$ cat config.mk
export PLATFORM = sky130hd
export DESIGN_NAME = slc_device_end_flat
export DESIGN_NICKNAME = d
export VERILOG_FILES = /design/src/verilog/slc_pkg.sv /design/src/verilog/slc_reg_if.sv /design/src/verilog/slc_device_end.sv /design/src/flat_wrapper.sv
export VERILOG_INCLUDE_DIRS = /design/src /design/src/verilog
export SDC_FILE = /design/constraint.sdc
export NUM_CORES = 1
export LEC_CHECK = 0
export BUFFER_PORTS_ARGS = -buffer_cell sky130_fd_sc_hd__buf_4
export CORE_AREA = 2 2 93 95
export DETAILED_ROUTE_END_ITERATION = 10
export DIE_AREA = 0 0 95 97
export GPL_ROUTABILITY_DRIVEN = 1
export PLACE_DENSITY = 0.75
export SLEW_MARGIN = 20
export SYNTH_ARGS = -nofsm -noshare
export SYNTH_HDL_FRONTEND = slang
export SYNTH_SLANG_ARGS = --single-unit
$ cat constraint.sdc
create_clock -name sys_clk -period 2.41 [get_ports sys_clk]
set_input_delay 0.3615 -clock sys_clk [delete_from_list [all_inputs] [get_ports sys_clk]]
set_output_delay 0.3615 -clock sys_clk [all_outputs]
set_load 0.02 [all_outputs]
$ cat src/verilog/slc_consts.svh
`ifndef SLC_CONSTS_SVH
`define SLC_CONSTS_SVH

// ****************************************************
// Register map
// ****************************************************
`define SLC_REG_RATE 16'h0001
`define SLC_REG_LINK 16'h0010
`define SLC_REG_STATUS 16'h0013

// ****************************************************
// Reset values
// ****************************************************
`define SLC_RATE_RESET 8'h08
`define SLC_LINK_RESET 8'h10

// ****************************************************
// Field positions
// ****************************************************
`define SLC_BIT_ONESHOT 5
`define SLC_BIT_AUTO 4
`define SLC_TX_MSB 3
`define SLC_TX_LSB 2
`define SLC_RX_MSB 1
`define SLC_RX_LSB 0
`define SLC_CFG_MSB 1
`define SLC_CFG_LSB 0
`define SLC_STAT_LOCK 7
`define SLC_STAT_BUSY 6

// ****************************************************
// Field codes
// ****************************************************
`define SLC_CFG_DUAL 2'h0
`define SLC_CFG_FIRST 2'h1
`define SLC_CFG_SECOND 2'h2
`define SLC_CFG_SPLIT 2'h3
`define SLC_RATE_6G 2'h2
`define SLC_RATE_3G 2'h1
`define SLC_RATE_REV 2'h0
`define SLC_ONESHOT_MASK 8'h20

// ****************************************************
// Timing
// ****************************************************
`define SLC_CLK_HZ 10000000
`define SLC_CAL_TIME_US 5000
`define SLC_CAL_CYC (`SLC_CAL_TIME_US * (`SLC_CLK_HZ / 1000000))
`define SLC_ADAPT_TIME_US 10000
`define SLC_ADAPT_CYC (`SLC_ADAPT_TIME_US * (`SLC_CLK_HZ / 1000000))
`define SLC_SEQ_LIMIT_MS 50
`define SLC_SEQ_LIMIT_CYC (`SLC_SEQ_LIMIT_MS * (`SLC_CLK_HZ / 1000))

`endif

$ cat src/verilog/slc_pkg.sv
package slc_pkg;

    // ****************************************************
    // Device sequence states, one-hot
    // ****************************************************
    typedef enum logic [6:0] {
        S_IDLE   = 7'h01,
        S_DETECT = 7'h02,
        S_RESET  = 7'h04,
        S_CALIB  = 7'h08,
        S_ADAPT  = 7'h10,
        S_LINKUP = 7'h20,
        S_LOCKED = 7'h40
    } slc_dev_state_t;

    // ****************************************************
    // Configuring end states, one-hot
    // ****************************************************
    typedef enum logic [2:0] {
        H_IDLE   = 3'h1,
        H_LINK   = 3'h2,
        H_WAITRD = 3'h4
    } slc_host_state_t;

    // Command kinds on the configuring end
    typedef enum logic {
        CMD_MODE = 1'b0,
        CMD_RATE = 1'b1
    } slc_cmd_t;

endpackage

$ cat src/verilog/slc_reg_if.sv
`timescale 1ns/1ns

// ****************************************************
// Register access between configuring end and device
// ****************************************************
interface slc_reg_if;
    logic [15:0] regAddr; // Register address
    logic [7:0] regWrData; // Write byte
    logic regWrEn; // One-cycle write strobe
    logic regRdEn; // One-cycle read strobe
    logic [7:0] regRdData; // Read byte
    logic regRdValid; // Read answer strobe

    modport dev (
        input regAddr,
        input regWrData,
        input regWrEn,
        input regRdEn,
        output regRdData,
        output regRdValid
    );

    modport host (
        output regAddr,
        output regWrData,
        output regWrEn,
        output regRdEn,
        input regRdData,
        input regRdValid
    );
endinterface

$ cat src/verilog/slc_device_end.sv
`timescale 1ns/1ns
`include "slc_consts.svh"

// Behaviour
// - Forward rate code 10 is 6G, 01 3G
// - Reverse rate code 00 runs 187.5 Mb/s
// - New settings apply only at one-shot reset
// - Automatic link selection bit resets to one
// - Auto mode takes first detected port only
// - Auto mode ignores manual link field
// - Manual codes: 01 first, 10 second, 11 split
// - Reverse splitter serializers run single-link each
// - Software writes one-shot bit after changes
// - Writes 0x21/0x22 pick port and reset
// - Ordered reset sequence completes within 50 ms
// - Write 0x30 detects port, then same steps
// - Single-link mode holds until splitter rewritten
// - Write 0x23 resets into splitter mode
// - Single-port part supports single-link mode only
// - Software should keep automatic selection normally
// - 0x00 selects dual, 0x20 fires reset
// - Rate register accepts 0x48 and 0x02
// - Lock needs PLL lock and word alignment
module slc_device_end
    import slc_pkg::*;
#(
    parameter bit IS_SERIALIZER = 1'b1,
    parameter int NUM_PHYS = 2,
    parameter int CAL_CYCLES = `SLC_CAL_CYC,
    parameter int ADAPT_CYCLES = `SLC_ADAPT_CYC,
    parameter int LIMIT_CYCLES = `SLC_SEQ_LIMIT_CYC
) (
    input wire logic sys_clk,
    input wire logic rst,
    slc_reg_if.dev regBus,
    input wire logic [1:0] remotePresent,
    input wire logic pllLocked,
    input wire logic wordAligned,
    output logic [1:0] fwdRate,
    output logic [1:0] revRate,
    output logic [1:0] linkMode,
    output logic [1:0] portEnable,
    output logic phyReset,
    output logic calibrate,
    output logic adapt,
    output logic linkLock
);

    // ****************************************************
    // Declarations
    // ****************************************************
    localparam int CW = 20; // Counter width, holds the 50 ms budget

    slc_dev_state_t state_reg; // Sequence state
    slc_dev_state_t stateNext;
    logic [7:0] rateReg_reg; // Rate register contents
    logic [7:0] linkReg_reg; // Link register, one-shot bit kept apart
    logic oneshot_reg; // Pending one-shot reset
    logic oneshot_next;
    logic [1:0] fwdRate_reg; // Applied forward rate
    logic [1:0] revRate_reg; // Applied reverse rate
    logic [1:0] mode_reg; // Applied link mode
    logic [1:0] mode_next;
    logic auto_reg; // Applied automatic selection
    logic [CW-1:0] stepCnt_reg; // Calibrate and adapt timer
    logic [CW-1:0] budget_reg; // Sequence time budget
    logic [3:0] syncA_reg; // First synchroniser stage
    logic [3:0] syncB_reg; // Second synchroniser stage
    logic [7:0] rdData_reg; // Read answer byte
    logic rdValid_reg; // Read answer strobe

    // Port enables for a link mode; reused for outputs and status
    function automatic logic [1:0] portsFor(input logic [1:0] mode);
        case (mode)
            `SLC_CFG_FIRST: portsFor = 2'h1;
            `SLC_CFG_SECOND: portsFor = 2'h2;
            default: portsFor = 2'h3;
        endcase
    endfunction

    // ****************************************************
    // Register decode
    // ****************************************************
    wire logic wrRate = regBus.regWrEn && (regBus.regAddr == `SLC_REG_RATE);
    wire logic wrLink = regBus.regWrEn && (regBus.regAddr == `SLC_REG_LINK);
    wire logic launch = wrLink && regBus.regWrData[`SLC_BIT_ONESHOT];
    wire logic launchAuto = regBus.regWrData[`SLC_BIT_AUTO] || (NUM_PHYS == 1);
    wire logic [1:0] launchCfg = regBus.regWrData[`SLC_CFG_MSB:`SLC_CFG_LSB];
    wire logic [1:0] txField = rateReg_reg[`SLC_TX_MSB:`SLC_TX_LSB];
    wire logic [1:0] rxField = rateReg_reg[`SLC_RX_MSB:`SLC_RX_LSB];
    wire logic presA = syncB_reg[2];
    wire logic presB = syncB_reg[3] && (NUM_PHYS > 1);
    wire logic linkOk = syncB_reg[1] && syncB_reg[0];
    wire logic seqBusy = !(state_reg == S_IDLE || state_reg == S_LOCKED);
    wire logic [7:0] linkRead = {linkReg_reg[7:6], oneshot_reg, linkReg_reg[4:0]};
    wire logic [7:0] statusRead = {linkLock, seqBusy, 2'h0, mode_reg, portEnable};
    wire logic [7:0] rdSel = (regBus.regAddr == `SLC_REG_RATE) ? rateReg_reg :
                             (regBus.regAddr == `SLC_REG_LINK) ? linkRead :
                             (regBus.regAddr == `SLC_REG_STATUS) ? statusRead : 8'h00;
    wire logic stepDone = ((state_reg == S_CALIB) && (stepCnt_reg == CW'(CAL_CYCLES - 1))) ||
                          ((state_reg == S_ADAPT) && (stepCnt_reg == CW'(ADAPT_CYCLES - 1)));
    wire logic budgetOut = budget_reg == CW'(LIMIT_CYCLES - 1);
    wire slc_dev_state_t retryState = auto_reg ? S_DETECT : S_RESET;

    // ****************************************************
    // Outputs
    // ****************************************************
    assign fwdRate = fwdRate_reg;
    assign revRate = revRate_reg;
    assign linkMode = mode_reg;
    assign portEnable = portsFor(mode_reg);
    assign phyReset = state_reg == S_RESET;
    assign calibrate = state_reg == S_CALIB;
    assign adapt = state_reg == S_ADAPT;
    assign linkLock = state_reg == S_LOCKED;
    assign regBus.regRdData = rdData_reg;
    assign regBus.regRdValid = rdValid_reg;

    // ****************************************************
    // Sequence control
    // ****************************************************
    // Next state; a fresh one-shot restarts the sequence from any step
    always_comb begin
        stateNext = state_reg;
        case (state_reg)
            S_IDLE: begin
                stateNext = S_IDLE;
            end
            S_DETECT: begin
                // Port A wins a tie, so only one port is ever taken
                if (presA || presB) begin
                    stateNext = S_RESET;
                end
            end
            S_RESET: begin
                stateNext = S_CALIB;
            end
            S_CALIB: begin
                if (stepDone) begin
                    stateNext = S_ADAPT;
                end
            end
            S_ADAPT: begin
                if (stepDone) begin
                    stateNext = S_LINKUP;
                end
            end
            S_LINKUP: begin
                // Give up at the budget and rerun rather than hang
                if (linkOk) begin
                    stateNext = S_LOCKED;
                end else if (budgetOut) begin
                    stateNext = retryState;
                end
            end
            S_LOCKED: begin
                // Loss of link reruns from reset in manual mode, from port detection in auto mode
                if (!linkOk) begin
                    stateNext = retryState;
                end
            end
            default: begin
                stateNext = S_IDLE;
            end
        endcase
        if (launch) begin
            stateNext = launchAuto ? S_DETECT : S_RESET;
        end
    end

    // Applied mode; manual field read only when selection is manual
    always_comb begin
        mode_next = mode_reg;
        if (launch) begin
            if (launchAuto) begin
                mode_next = `SLC_CFG_FIRST;
            end else begin
                mode_next = launchCfg;
            end
        end else if (state_reg == S_DETECT && (presA || presB)) begin
            mode_next = presA ? `SLC_CFG_FIRST : `SLC_CFG_SECOND;
        end
    end

    // Set wins over the self-clear so a late write is never lost
    always_comb begin
        if (launch) begin
            oneshot_next = 1'b1;
        end else if (state_reg == S_RESET) begin
            oneshot_next = 1'b0;
        end else begin
            oneshot_next = oneshot_reg;
        end
    end

    // State and counters
    always_ff @(posedge sys_clk) begin
        if (rst) begin
            state_reg <= S_IDLE;
            stepCnt_reg <= '0;
            budget_reg <= '0;
        end else begin
            state_reg <= stateNext;
            stepCnt_reg <= (stateNext != state_reg) ? '0 : stepCnt_reg + 1'b1;
            budget_reg <= (state_reg == S_RESET) ? '0 :
                          budgetOut ? budget_reg : budget_reg + 1'b1;
        end
    end

    // Rates and auto bit latch only at launch, mode also at detection; never on a plain write
    always_ff @(posedge sys_clk) begin
        if (rst) begin
            fwdRate_reg <= `SLC_RATE_6G;
            revRate_reg <= `SLC_RATE_REV;
            mode_reg <= `SLC_CFG_FIRST;
            auto_reg <= 1'b1;
        end else begin
            if (launch) begin
                fwdRate_reg <= IS_SERIALIZER ? txField : rxField;
                revRate_reg <= IS_SERIALIZER ? rxField : txField;
                auto_reg <= launchAuto;
            end
            mode_reg <= mode_next;
        end
    end

    // ****************************************************
    // Register file and synchroniser
    // ****************************************************
    // Software-visible registers and read answer
    always_ff @(posedge sys_clk) begin
        if (rst) begin
            rateReg_reg <= `SLC_RATE_RESET;
            linkReg_reg <= `SLC_LINK_RESET;
            oneshot_reg <= 1'b0;
            rdData_reg <= 8'h00;
            rdValid_reg <= 1'b0;
        end else begin
            if (wrRate) begin
                rateReg_reg <= regBus.regWrData;
            end
            if (wrLink) begin
                linkReg_reg <= regBus.regWrData & ~`SLC_ONESHOT_MASK;
            end
            oneshot_reg <= oneshot_next;
            rdData_reg <= regBus.regRdEn ? rdSel : rdData_reg;
            rdValid_reg <= regBus.regRdEn;
        end
    end

    // Two-stage synchroniser for the PHY status pins
    always_ff @(posedge sys_clk) begin
        if (rst) begin
            syncA_reg <= 4'h0;
            syncB_reg <= 4'h0;
        end else begin
            syncA_reg <= {remotePresent, pllLocked, wordAligned};
            syncB_reg <= syncA_reg;
        end
    end

endmodule

$ cat src/flat_wrapper.sv
// flat-port wrapper written by rule: the top's interface ports become plain ports
module slc_device_end_flat import slc_pkg::*;
#(
    parameter bit IS_SERIALIZER = 1'b1,
    parameter int NUM_PHYS = 2,
    parameter int CAL_CYCLES = `SLC_CAL_CYC,
    parameter int ADAPT_CYCLES = `SLC_ADAPT_CYC,
    parameter int LIMIT_CYCLES = `SLC_SEQ_LIMIT_CYC
)
  (sys_clk, rst, remotePresent, pllLocked, wordAligned, fwdRate, revRate, linkMode, portEnable, phyReset, calibrate, adapt, linkLock, regBus_regAddr, regBus_regWrData, regBus_regWrEn, regBus_regRdEn, regBus_regRdData, regBus_regRdValid);
  slc_reg_if regBus_i ();
  input wire logic sys_clk;
  input wire logic rst;
  input wire logic [1:0] remotePresent;
  input wire logic pllLocked;
  input wire logic wordAligned;
  output logic [1:0] fwdRate;
  output logic [1:0] revRate;
  output logic [1:0] linkMode;
  output logic [1:0] portEnable;
  output logic phyReset;
  output logic calibrate;
  output logic adapt;
  output logic linkLock;
  input wire logic [$bits(regBus_i.regAddr)-1:0] regBus_regAddr;
  input wire logic [$bits(regBus_i.regWrData)-1:0] regBus_regWrData;
  input wire logic [$bits(regBus_i.regWrEn)-1:0] regBus_regWrEn;
  input wire logic [$bits(regBus_i.regRdEn)-1:0] regBus_regRdEn;
  output wire logic [$bits(regBus_i.regRdData)-1:0] regBus_regRdData;
  output wire logic [$bits(regBus_i.regRdValid)-1:0] regBus_regRdValid;
  assign regBus_i.regAddr = regBus_regAddr;
  assign regBus_i.regWrData = regBus_regWrData;
  assign regBus_i.regWrEn = regBus_regWrEn;
  assign regBus_i.regRdEn = regBus_regRdEn;
  assign regBus_regRdData = regBus_i.regRdData;
  assign regBus_regRdValid = regBus_i.regRdValid;
  slc_device_end #(.IS_SERIALIZER(IS_SERIALIZER), .NUM_PHYS(NUM_PHYS), .CAL_CYCLES(CAL_CYCLES), .ADAPT_CYCLES(ADAPT_CYCLES), .LIMIT_CYCLES(LIMIT_CYCLES)) u_core (.sys_clk(sys_clk), .rst(rst), .regBus(regBus_i), .remotePresent(remotePresent), .pllLocked(pllLocked), .wordAligned(wordAligned), .fwdRate(fwdRate), .revRate(revRate), .linkMode(linkMode), .portEnable(portEnable), .phyReset(phyReset), .calibrate(calibrate), .adapt(adapt), .linkLock(linkLock));
endmodule
# Yosys cells after proc, flatten, opt, wreduce, memory -nomap -nowiden
# Index checks and enable logic that the tools add are counted.
[word_totals] register_bits=87
[op_classes] add_sub_neg=2 n_eq_ne=16 n_mux=20 reduce_logical=15
[ops] op="$mux 7" count=7
[ops] op="$pmux 7 s6" count=1
[ops] op="$add 20x1->20 const B" count=2
[ops] op="$eq 16x5->1 const B" count=2
[ops] op="$mux 8" count=3
[ops] op="$eq 20x16->1 const B" count=1
[ops] op="$eq 20x17->1 const B" count=1
[ops] op="$eq 20x19->1 const B" count=1
[ops] op="$eq 16x1->1 const B" count=1
[ops] op="$mux 2" count=4
[ops] op="$eq 7x1->1 const B" count=1
[ops] op="$eq 7x2->1 const B" count=1
[ops] op="$eq 7x3->1 const B" count=1
[ops] op="$eq 7x4->1 const B" count=1
[ops] op="$eq 7x5->1 const B" count=1
[ops] op="$eq 7x6->1 const B" count=1
[ops] op="$eq 7x7->1 const B" count=1
[ops] op="$logic_and 1x1->1" count=7
[ops] op="$ne 7x7->1" count=1
[ops] op="$mux 3" count=2
[ops] op="$pmux 2 s2" count=1
[ops] op="$reduce_bool 2->1" count=2
[ops] op="$reduce_or 2->1" count=2
[ops] op="$logic_or 1x1->1" count=3
[ops] op="4 further kinds" count=5

# Longest topological paths before layout
# Gate-level depths: netlist (run 1).
[logic_depth] ltp_word=8 depth_mapped=9 depth_no_buf=8

# Worst setup path before layout (run 1)
# OpenSTA, ideal clock, no wires.
[synth_path] path_type="flip-flop to flip-flop" from="reg u_core.budget_reg[5]" to="reg u_core.stepCnt_reg[1]" setup_ps=117 arrival_time_ps=2364 t_required_ps=2293 setup_slack_ps=-71 path_stages_with_launch=9 n_path_buf=1 period_less_slack_ps=2481 path_cell_list="dfxtp_1 -> or4b_1 -> or4_1 -> o41ai_2 -> a21boi_1 -> o21ai_2 -> xor2_2 -> buf_6 -> nor3b_2"
[synth_between] elab_chain_cells=7
[synth_lines] element="start, declared" line_no="slc_device_end.sv:66" rtl="logic [CW-1:0] budget_reg;"
[synth_lines] element="start signal, assigned" line_no="slc_device_end.sv:205" rtl="budget_reg <= (state_reg == S_RESET) ? '0 :"
[synth_lines] element="$eq 20x19->1" line_no="slc_device_end.sv:102" rtl="wire logic budgetOut = budget_reg == CW'(LIMIT_CYCLES - 1);"
[synth_lines] element="$mux 7" line_no="slc_device_end.sv:152" rtl="end else if (budgetOut) begin"
[synth_lines] element="$mux 7" line_no="slc_device_end.sv:150" rtl="if (linkOk) begin"
[synth_lines] element="$pmux 7 s6" line_no="slc_device_end.sv:125" rtl="case (state_reg)"
[synth_lines] element="$mux 7" line_no="slc_device_end.sv:166" rtl="if (launch) begin"
[synth_lines] element="$ne 7x7->1" line_no="slc_device_end.sv:204" rtl="stepCnt_reg <= (stateNext != state_reg) ? '0 : stepCnt_reg + 1'b1;"
[synth_lines] element="$reduce_or 2->1 (no source line)"
[synth_lines] element="end signal, assigned" line_no="slc_device_end.sv:204"
[synth_lines] element="end, declared" line_no="slc_device_end.sv:65" rtl="logic [CW-1:0] stepCnt_reg;"
# No other way between the ends.
# A chain may end at the register's enable or synchronous reset.

# Final worst setup path (run 1)
[layout_path] from="reg u_core.budget_reg[9]" to="reg u_core.stepCnt_reg[9]"
# Same word-level chain as after synthesis.

==> results of run 1 <==
-- layer usage --
metal	part of all wire [%]	routed length, um	track usage [%]	vias up
met4	1.7	175	6.80	0
met3	5.3	550	4.52	24
li1	-	-	-	1866
met2	51	5280	37.6	133
met1	42	4360	29.3	1810
met5	0	0	0	-
-- what timing repair did --
action,in CTS,in global routing
gates resized for setup,2,11
setup buffers,0,3
cloned,0,3
hold endpoints to repair,0,0
pin swaps,0,10
setup endpoints to repair,20,20
-- metrics by stage --
stage | util (%) | setup slack, ps | TNS, ps | cell area (um2) | power, W
after CTS | 64.4 | -165 | -3140 | 5240 | 0.00269
after floorplan | - | -8.69 | -9.84 | 4220 | 0.00158
final | 66.2 | -178 | -3050 | 5380 | 0.00268
after global placement | 61.7 | -92.6 | -1780 | 5020 | 0.00165
after global routing | 66.2 | -262 | -4310 | 5380 | 0.00278
after detailed placement | 61.7 | -180 | -3150 | 5020 | 0.00165
-- Yosys cell counts, drive strengths merged, types with 2 or more instances --
master | number | share of area, %
a31oi | 2 | 0.30
o21bai | 2 | 0.36
nor4bb | 2 | 0.48
mux2i | 15 | 3.6
a221oi | 3 | 0.78
inv | 6 | 0.54
nor2 | 57 | 5.1
nor2b | 13 | 1.9
nand4 | 5 | 0.90
o21ai | 6 | 0.81
nand3b | 5 | 0.90
buf | 9 | 1.8
a22oi | 2 | 0.36
nand4b | 2 | 0.42
or3 | 4 | 0.72
or4 | 5 | 0.99
and2 | 6 | 0.90
or2 | 5 | 0.75
nand2 | 43 | 3.9
a222oi | 5 | 1.2
xnor2 | 17 | 3.6
a211o | 2 | 0.42
xor2 | 21 | 4.6
nor3 | 35 | 6.6
a211oi | 9 | 1.6
ha | 2 | 0.60
nand3 | 20 | 2.4
o22ai | 2 | 0.30
nor4 | 8 | 1.3
a21oi | 18 | 2.2
and3 | 13 | 1.9
clkbuf | 15 | 1.3
and4 | 2 | 0.42
nor4b | 3 | 0.63
a221o | 2 | 0.48
dfxtp | 87 | 42
nand2b | 6 | 0.90
-- kinds of logic (layout without fill, tap and decap cells) --
logic type | Yosys count | count (layout) | synth area share [%]
adder cells (fa/ha/maj) | 2 | 2 | 0.597
flip-flops | 87 | 87 | 41.6
buffers and inverters | 30 | 133 | 3.67
AND/OR/NAND/NOR | 237 | 237 | 31.9
AO/OA/AOI/OAI | 60 | 60 | 10.5
multiplexers | 15 | 15 | 3.59
XOR/XNOR | 38 | 38 | 8.13
-- area by class of cell --
class	count	area [um2]
inverters	6	22.5
clock buffers	9	124
flip-flops and latches	87	1750
clock inverters	7	81.3
multi-input cells	352	2380
fillers	646	2750
repair buffers	111	901
well taps	105	131
-- where the power goes --
| part | internal [W] | switching, W |
|---|---|---|
| clock network | 0.000493 | 0.000559 |
| logic | 0.0000788 | 0.0000769 |
| registers | 0.00146 | 0.0000141 |
-- worst paths after layout --
| check | startpoint | to | slack, ps | cells after the start |
|---|---|---|---|---|
| worst max-delay path | u_core.budget_reg[9] | u_core.stepCnt_reg[9] | -180 | 9 |
| worst min-delay path | wordAligned | u_core.syncA_reg[0] | 210 | 2 |
| worst max register to register | u_core.budget_reg[9] | u_core.stepCnt_reg[9] | -180 | 9 |
| worst min register to register | u_core.syncA_reg[2] | u_core.syncB_reg[2] | 440 | 1 |
==> results.txt, run 1 <==
RSZ-0062 raised after global routing: true
Total Wirelength: 10.4 mm
Synthesis Warnings: 0
Final Setup Violations: 20
VDD IR max: 291 uV
fin crit share: 107%
share of flip-flops with an asynchronous set or reset: 0%
slowest cell on the critical path: or4_4
first-pass GRT wire length: 16.8 mm
max_cap viols: 0
clock insertion delay at the later pin of the skew report: 370 ps
starting density of the core: 51.5%
antenna viol nets, final: 0
Crit Path Class: flop to flop
Startpoint Class: flop
final worst slack: -178 ps
worst-path fanout max: 5
final number of max-transition violations: 0
worst slew pin tran: 495 ps
EDFF count, synth: 0
Netlist cell types: 60
cell count after placement: 655
via/cell ratio: 5.66
PwrDens: 498 mW/mm2
Area Overhead vs Synth: 28.6%
most frequent cells in the layout: buf_4 (105), dfxtp_1 (84), nor2_1 (57)
skew final: 15.7 ps
WL/cell: 15.3 um
Mean Syn Cell Area: 8.93 um2
Hold Path Class: primary input to flop
DR iter-0 viols: 247
Fin. Hold Viols: 0
Buf/Inv on CP: 2
Lkg Pwr: 2.10 nW
vias in the first global route: 3695
most common cell after layout, fill and taps aside: buf_4
Fin Hold WS: 208 ps
Net Count, Synth: 503
CTS tree: done
Die X: 95 um
layout net count: 601
failing checks: setup timing
Yosys reg bits: 87
CTS root buffer: clkbuf_8
Num CTS Buffers: 9
largest net degree at the start of global routing: 46
sequential area share after synthesis: 41.6%
Post-Syn Area: 0.00419 mm2
Chip Height: 97 um
slowest stage delay, CP: 550 ps
highest clock rate: 386 MHz
Die Area: 0.00922 mm2
Placer Congestion: 0.939
drt drc: 0
clock buffer depth: 2
Main synth FF type: dfxtp_1
Rel. slew slack: 66.6%
PortBufs: 52
CTS HTree Levels: 3
CORE AREA: 0.00813 mm2
CP delay by family, top: simple AND/OR/NAND/NOR gates
global-route usage over all layers: 22.6%
DP Wirelength: 7.44 mm
Crit. End Element: flop
vias: 3833
row cnt: 33
Crit path top cell by count: or4_4
CTS Hold Bufs: 0
status: complete, but fails checks
n_diodes: 0
layout cells sized above 1: 29.9%
total I/O pin count: 53
minimum clock period after layout: 2590 ps
Final Non-Filler Cells: 677
crit-path cells: or4_4 -> or4_4 -> o41ai_4 -> a21boi_1 -> o21ai_2 -> xor2_2 -> buf_6 -> clkbuf_16 -> nor3_2
Clock transition at path regs: 90 ps
total grt overflow: 0
Crit path arrival time: 2880 ps
TritonCTS Sinks: 87
CP Data Required Time: 2700 ps
initial antenna violation count: 0
Mapped Cells: 469
DR pass1 iterations: 5
No activity file was read; power rests on OpenSTA's default activity.
==> run 2: changes to the inputs <==
Settings changed: MAX_ROUTING_LAYER set to met4.
==> run 2 against run 1 <==
  * Design area decreased by 2.3%
  * Die area unchanged
  * Critical path depth decreased by 1
  * Global-route usage increased by 1.0 points
  * Final cell count decreased by 1.0%
  * Register-to-register slack improved by 80 ps
  * The run still ends with setup timing left
  * Total power increased by 7.4%
  * Via count decreased by 4.3%
  * Clock power increased by 20%
  * Clock skew decreased by 2.0 ps
  * First-iteration DRC count decreased by 28%
  * Utilization decreased by 1.5 points
==> results.txt, run 2 (same netlist as run 1, synthesis figures left out) <==
status: complete, but fails checks (unchanged)
failing checks: setup timing (unchanged)
length of routed met2 wiring: 4.56 mm (was 5.28 mm)
global-route usage over all layers: 23.6% (was 22.6%)
Hold Crit Depth: 2 (unchanged)
final worst slack: -103 ps (was -178 ps)
CP Data Required Time: 2670 ps (was 2700 ps)
Die Area: 0.00922 mm2 (unchanged)
layout cells sized above 1: 28.7% (was 29.9%)
max layer used: met4 (unchanged)
Area Overhead vs Synth: 25.7% (was 28.6%)
RSZ-0062 raised after global routing: true (unchanged)
worst hold endpoint: u_core.syncA_reg[0] (unchanged)
design area: 0.00526 mm2 (was 0.00538 mm2)
antenna viol nets, final: 0 (unchanged)
drt drc: 0 (unchanged)
WL/cell: 14.7 um (was 15.3 um)
met3 wire length: 401 um (was 550 um)
starting density of the core: 51.5% (unchanged)
clock buffer depth: 2 (unchanged)
most frequent cells in the layout: buf_4 (102), dfxtp_1 (85), nor2_1 (57) (was buf_4 (105), dfxtp_1 (84), nor2_1 (57))
Chip Height: 97 um (unchanged)
worst-path fanout max: 20 (was 5)
first-pass GRT wire length: 17.0 mm (was 16.8 mm)
slowest stage delay, CP: 540 ps (was 550 ps)
Crit. End Element: flop (unchanged)
largest net degree at the start of global routing: 46 (unchanged)
min-delay src: wordAligned (unchanged)
WL met1: 4.68 mm (was 4.36 mm)
total negative setup slack: -1920 ps (was -3050 ps)
total grt overflow: 0 (unchanged)
final number of max-transition violations: 0 (unchanged)
Placer Congestion: 0.979 (was 0.939)
Fin. Hold Viols: 0 (unchanged)
initial antenna violation count: 0 (unchanged)
most common cell after layout, fill and taps aside: buf_4 (unchanged)
DR pass1 iterations: 5 (unchanged)
row cnt: 33 (unchanged)
CTS root buffer: clkbuf_8 (unchanged)
minimum clock period after layout: 2510 ps (was 2590 ps)
max_cap viols: 0 (unchanged)
total I/O pin count: 53 (unchanged)
DP Wirelength: 7.22 mm (was 7.44 mm)
fin util: 64.7% (was 66.2%)
n_diodes: 0 (unchanged)
PwrDens: 547 mW/mm2 (was 498 mW/mm2)
PortBufs: 52 (unchanged)
worst slew pin tran: 453 ps (was 495 ps)
CORE AREA: 0.00813 mm2 (unchanged)
highest clock rate: 398 MHz (was 386 MHz)
skew final: 13.7 ps (was 15.7 ps)
clock insertion delay at the later pin of the skew report: 370 ps (about the same)
Crit Path Class: flop to flop (unchanged)
vias: 3669 (was 3833)
Worst R2R Path Depth: 8 (was 9)
Post-CTS Repair Setup Buffers: 0 (unchanged)
reg2reg start: u_core.budget_reg[5] (was u_core.budget_reg[9])
worst reg2reg endpoint: u_core.stepCnt_reg[16] (was u_core.stepCnt_reg[9])
Die X: 95 um (unchanged)
CTS tree: done (unchanged)
Final Setup Violations: 20 (unchanged)
crit-path cells: or4b_4 -> or4_4 -> o41ai_2 -> a21boi_1 -> o21ai_2 -> xor2_2 -> buf_12 -> nor3_2 (was or4_4 -> or4_4 -> o41ai_4 -> a21boi_1 -> o21ai_2 -> xor2_2 -> buf_6 -> clkbuf_16 -> nor3_2)
slowest cell on the critical path: or4_4 (unchanged)
Total Wirelength: 9.87 mm (was 10.4 mm)
reg-to-reg slack, setup: -100 ps (was -180 ps)
fin crit share: 104% (was 107%)
CTS Hold Bufs: 0 (unchanged)
Rel. slew slack: 69.8% (was 66.6%)
DR iter-0 viols: 177 (was 247)
Startpoint Class: flop (unchanged)
Clock transition at path regs: 100 ps (was 90 ps)
Num CTS Buffers: 9 (unchanged)
TritonCTS Sinks: 87 (unchanged)
CTS HTree Levels: 3 (unchanged)
via/cell ratio: 5.48 (was 5.66)
vias in the first global route: 3624 (was 3695)
Hold Path Class: primary input to flop (unchanged)
VDD IR max: 453 uV (was 291 uV)
Crit path arrival time: 2770 ps (was 2880 ps)
layout net count: 594 (was 601)
Placed Area: 0.00501 mm2 (was 0.00502 mm2)
Lkg Pwr: 2.04 nW (was 2.10 nW)
## run 2: cell count changes in the layout (fill, tap and decap cells not counted), moves of 3 or more
cell	before	now
buf_4	105	102
inv_6	0	3
nor3_2	16	21
nor3_4	5	0
## run 2: per-layer routing
| layer | up-vias | global-route usage, % |
|---|---|---|
| met5 | - | - |
| met4 | 0 | 10.6 |
| met3 | 17 | 4.21 |
| met2 | 96 | 35.6 |
| met1 | 1705 | 30.8 |
| li1 | 1851 | - |
## run 2: how the worst max path moves through the flow
stage | from | endpoint | slack [ps]
floorplan | u_core.state_reg[3] | u_core.stepCnt_reg[1] | -9
global placement | regBus_regAddr[9] | u_core.stepCnt_reg[14] | -70
global route | u_core.budget_reg[9] | u_core.stepCnt_reg[16] | -240
CTS | u_core.budget_reg[5] | u_core.stepCnt_reg[1] | -110
finish | u_core.budget_reg[5] | u_core.stepCnt_reg[16] | -100
detailed placement | regBus_regAddr[9] | u_core.stepCnt_reg[16] | -120
## run 2: stage by stage
| step | instances | hold slack (ps) | worst slack [ps] | power [W] |
|---|---|---|---|---|
| after floorplan | 469 | 414 | -8.69 | 0.00158 |
| after global placement | 654 | 418 | -70.7 | 0.00165 |
| after detailed placement | 654 | 429 | -120 | 0.00165 |
| after CTS | 670 | 191 | -112 | 0.00290 |
| after global routing | 670 | 217 | -239 | 0.00298 |
| final | 670 | 192 | -103 | 0.00288 |
## run 2: power breakdown
group	leakage, nW	internal, W	switching [W]
logic	1.21	0.0000739	0.0000734
clock network	0.121	0.000699	0.000559
registers	0.707	0.00146	0.0000143
## run 2: timing repair
item,CTS,global route
gates resized for setup,0,1
pin swaps,1,0
setup endpoints to repair,20,20
## run 2: area by class of cell
class | count | area [um2]
fill | 663 | 2870
clock inverter | 7 | 124
sequential | 87 | 1740
timing repair buffer | 104 | 806
multi-input combinational | 352 | 2310
inverter | 6 | 22.5
tap | 105 | 131
clock buffer | 9 | 124
## run 2: worst max-delay path: cells and delay by family, from the launching register on
| kind | cells | cell delay (ps) |
|---|---|---|
| buffers and inverters | 1 | 210 |
| AND/OR/NAND/NOR | 3 | 1130 |
| flip-flops | 1 | 330 |
| XOR/XNOR | 1 | 210 |
| AO/OA/AOI/OAI | 3 | 520 |
==> run 3: changes to the inputs <==
Settings changed: SKIP_LAST_GASP set to 1.
==> run 3 against run 2 <==
  * Routed wire length unchanged
  * Critical path type unchanged
  * Final cell count unchanged
  * Sequential power about the same
  * Total power about the same
  * Count of clock-buffer cells in the layout unchanged
  * First-iteration DRC count unchanged
  * Hold slack unchanged
  * Critical path depth unchanged
  * Largest cell class unchanged
  * Combinational power about the same
  * The run still ends with setup timing left
  * Sequential share of layout area about the same
  * Non-clock buffer count unchanged
  * Setup slack about the same
==> results.txt, run 3 (same netlist as run 1, synthesis figures left out) <==
Placed Area: 0.00501 mm2 (unchanged)
most common cell after layout, fill and taps aside: buf_4 (unchanged)
initial antenna violation count: 0 (unchanged)
total I/O pin count: 53 (unchanged)
CTS HTree Levels: 3 (unchanged)
Clock transition at path regs: 100 ps (about the same)
TritonCTS Sinks: 87 (unchanged)
minimum clock period after layout: 2510 ps (about the same)
Chip Height: 97 um (unchanged)
Die X: 95 um (unchanged)
Crit path arrival time: 2770 ps (about the same)
Hold Crit Depth: 2 (unchanged)
reg-to-reg slack, setup: -100 ps (about the same)
CTS Hold Bufs: 0 (unchanged)
Area Overhead vs Synth: 25.6% (was 25.7%)
post-CTS sizing: 0 (unchanged)
max_cap viols: 0 (unchanged)
largest net degree at the start of global routing: 46 (unchanged)
min-delay src: wordAligned (unchanged)
Hold Path Class: primary input to flop (unchanged)
Design Power: 0.00288 W (about the same)
Total Wirelength: 9.87 mm (unchanged)
DR pass1 iterations: 5 (unchanged)
slowest stage delay, CP: 540 ps (about the same)
PwrDens: 547 mW/mm2 (about the same)
clock buffer depth: 2 (unchanged)
skew final: 13.7 ps (unchanged)
Die Area: 0.00922 mm2 (unchanged)
via/cell ratio: 5.48 (unchanged)
fin crit share: 104% (about the same)
PortBufs: 52 (unchanged)
# fillers: 664 (was 663)
area taken by flip-flops and latches: 0.00174 mm2 (about the same)
Num CTS Buffers: 9 (unchanged)
worst reg2reg endpoint: u_core.stepCnt_reg[16] (unchanged)
Crit Path Class: flop to flop (unchanged)
total grt overflow: 0 (unchanged)
starting density of the core: 51.5% (unchanged)
crit-path cells: or4b_4 -> or4_4 -> o41ai_2 -> a21boi_1 -> o21ai_2 -> xor2_2 -> buf_12 -> nor3_2 (unchanged)
Lkg Pwr: 2.04 nW (about the same)
most frequent cells in the layout: buf_4 (102), dfxtp_1 (86), nor2_1 (57) (was buf_4 (102), dfxtp_1 (85), nor2_1 (57))
global-route usage over all layers: 23.6% (unchanged)
worst slew pin tran: 453 ps (unchanged)
CTS root buffer: clkbuf_8 (unchanged)
layout cells sized above 1: 28.5% (was 28.7%)
DR iter-0 viols: 177 (unchanged)
VDD IR max: 453 uV (unchanged)
RSZ-0062 raised after global routing: true (unchanged)
Crit. End Element: flop (unchanged)
first-pass GRT wire length: 17.0 mm (unchanged)
reg2reg start: u_core.budget_reg[5] (unchanged)
failing checks: setup timing (unchanged)
DP Wirelength: 7.22 mm (unchanged)
clock insertion delay at the later pin of the skew report: 370 ps (about the same)
slowest cell on the critical path: or4b_4 (was or4_4)
drt drc: 0 (unchanged)
CTS tree: done (unchanged)
Final Setup Violations: 20 (unchanged)
CORE AREA: 0.00813 mm2 (unchanged)
Startpoint Class: flop (unchanged)
Worst R2R Path Depth: 8 (unchanged)
n_diodes: 0 (unchanged)
worst hold endpoint: u_core.syncA_reg[0] (unchanged)
Post-CTS Repair Setup Buffers: 0 (unchanged)
cell count after placement: 654 (unchanged)
Placer Congestion: 0.979 (unchanged)
CP Data Required Time: 2670 ps (about the same)
final worst slack: -104 ps (was -103 ps)
design area: 0.00526 mm2 (about the same)
Rel. slew slack: 69.8% (unchanged)
worst-path fanout max: 20 (unchanged)
vias: 3669 (unchanged)
WL/cell: 14.7 um (unchanged)
row cnt: 33 (unchanged)
Final Non-Filler Cells: 670 (unchanged)
vias in the first global route: 3624 (unchanged)
Multi-input gate area: 0.00231 mm2 (unchanged)
layout net count: 594 (unchanged)
antenna viol nets, final: 0 (unchanged)
highest clock rate: 398 MHz (about the same)
status: complete, but fails checks (unchanged)
final number of max-transition violations: 0 (unchanged)
Fin. Hold Viols: 0 (unchanged)
-- run 3: changes by cell type in the layout (fill, tap and decap cells not counted) --
cell	before	now
dfxtp_2	2	1
dfxtp_1	85	86
-- run 3: power by group --
| part | switching [W] | internal, W |
|---|---|---|
| Clock | 0.000559 | 0.000699 |
| Sequential | 0.0000143 | 0.00146 |
| Combinational | 0.0000734 | 0.0000739 |
-- run 3: how the worst max path moves through the flow --
stage	end	slack, ps	cells past startpoint	from
3_3_place_gp	u_core.stepCnt_reg[14]	-70	9	regBus_regAddr[9]
6_report	u_core.stepCnt_reg[16]	-100	8	u_core.budget_reg[5]
4_1_cts	u_core.stepCnt_reg[1]	-110	8	u_core.budget_reg[5]
5_1_grt	u_core.stepCnt_reg[16]	-240	8	u_core.budget_reg[5]
3_5_place_dp	u_core.stepCnt_reg[16]	-120	9	regBus_regAddr[9]
2_1_floorplan	u_core.stepCnt_reg[1]	-9	9	u_core.state_reg[3]
-- run 3: final cells by class --
cell class	count	share of cell area, %
clock buffers	9	2.35
clock inverters	7	2.35
inverters	6	0.428
multi-input cells	352	43.9
flip-flops and latches	87	33.1
well taps	105	2.50
repair buffers	104	15.3
-- run 3: critical path, delay by kind of cell, from the launching register on --
family          cells  cell delay, ps
flops               1             320
xor+xnor            1             210
simple gates        3            1140
buf+inv             1             210
compound gates      3             520
-- run 3: per-stage QoR --
stage | TNS [ps] | utilization (%) | hold WS (ps) | setup slack, ps
final | -1930 | 64.7 | 192 | -104
after global routing | -4600 | 64.7 | 217 | -241
after CTS | -2110 | 64.7 | 191 | -112
after detailed placement | -1970 | 61.6 | 429 | -120
after global placement | -1350 | 61.6 | 418 | -70.7
after floorplan | -9.84 | - | 414 | -8.69
-- run 3: metal layers --
layer	part of all wire, %	GRT usage [%]
met5	0	-
met4	2.3	10.6
met3	4.1	4.21
met2	46	35.6
met1	47	30.8
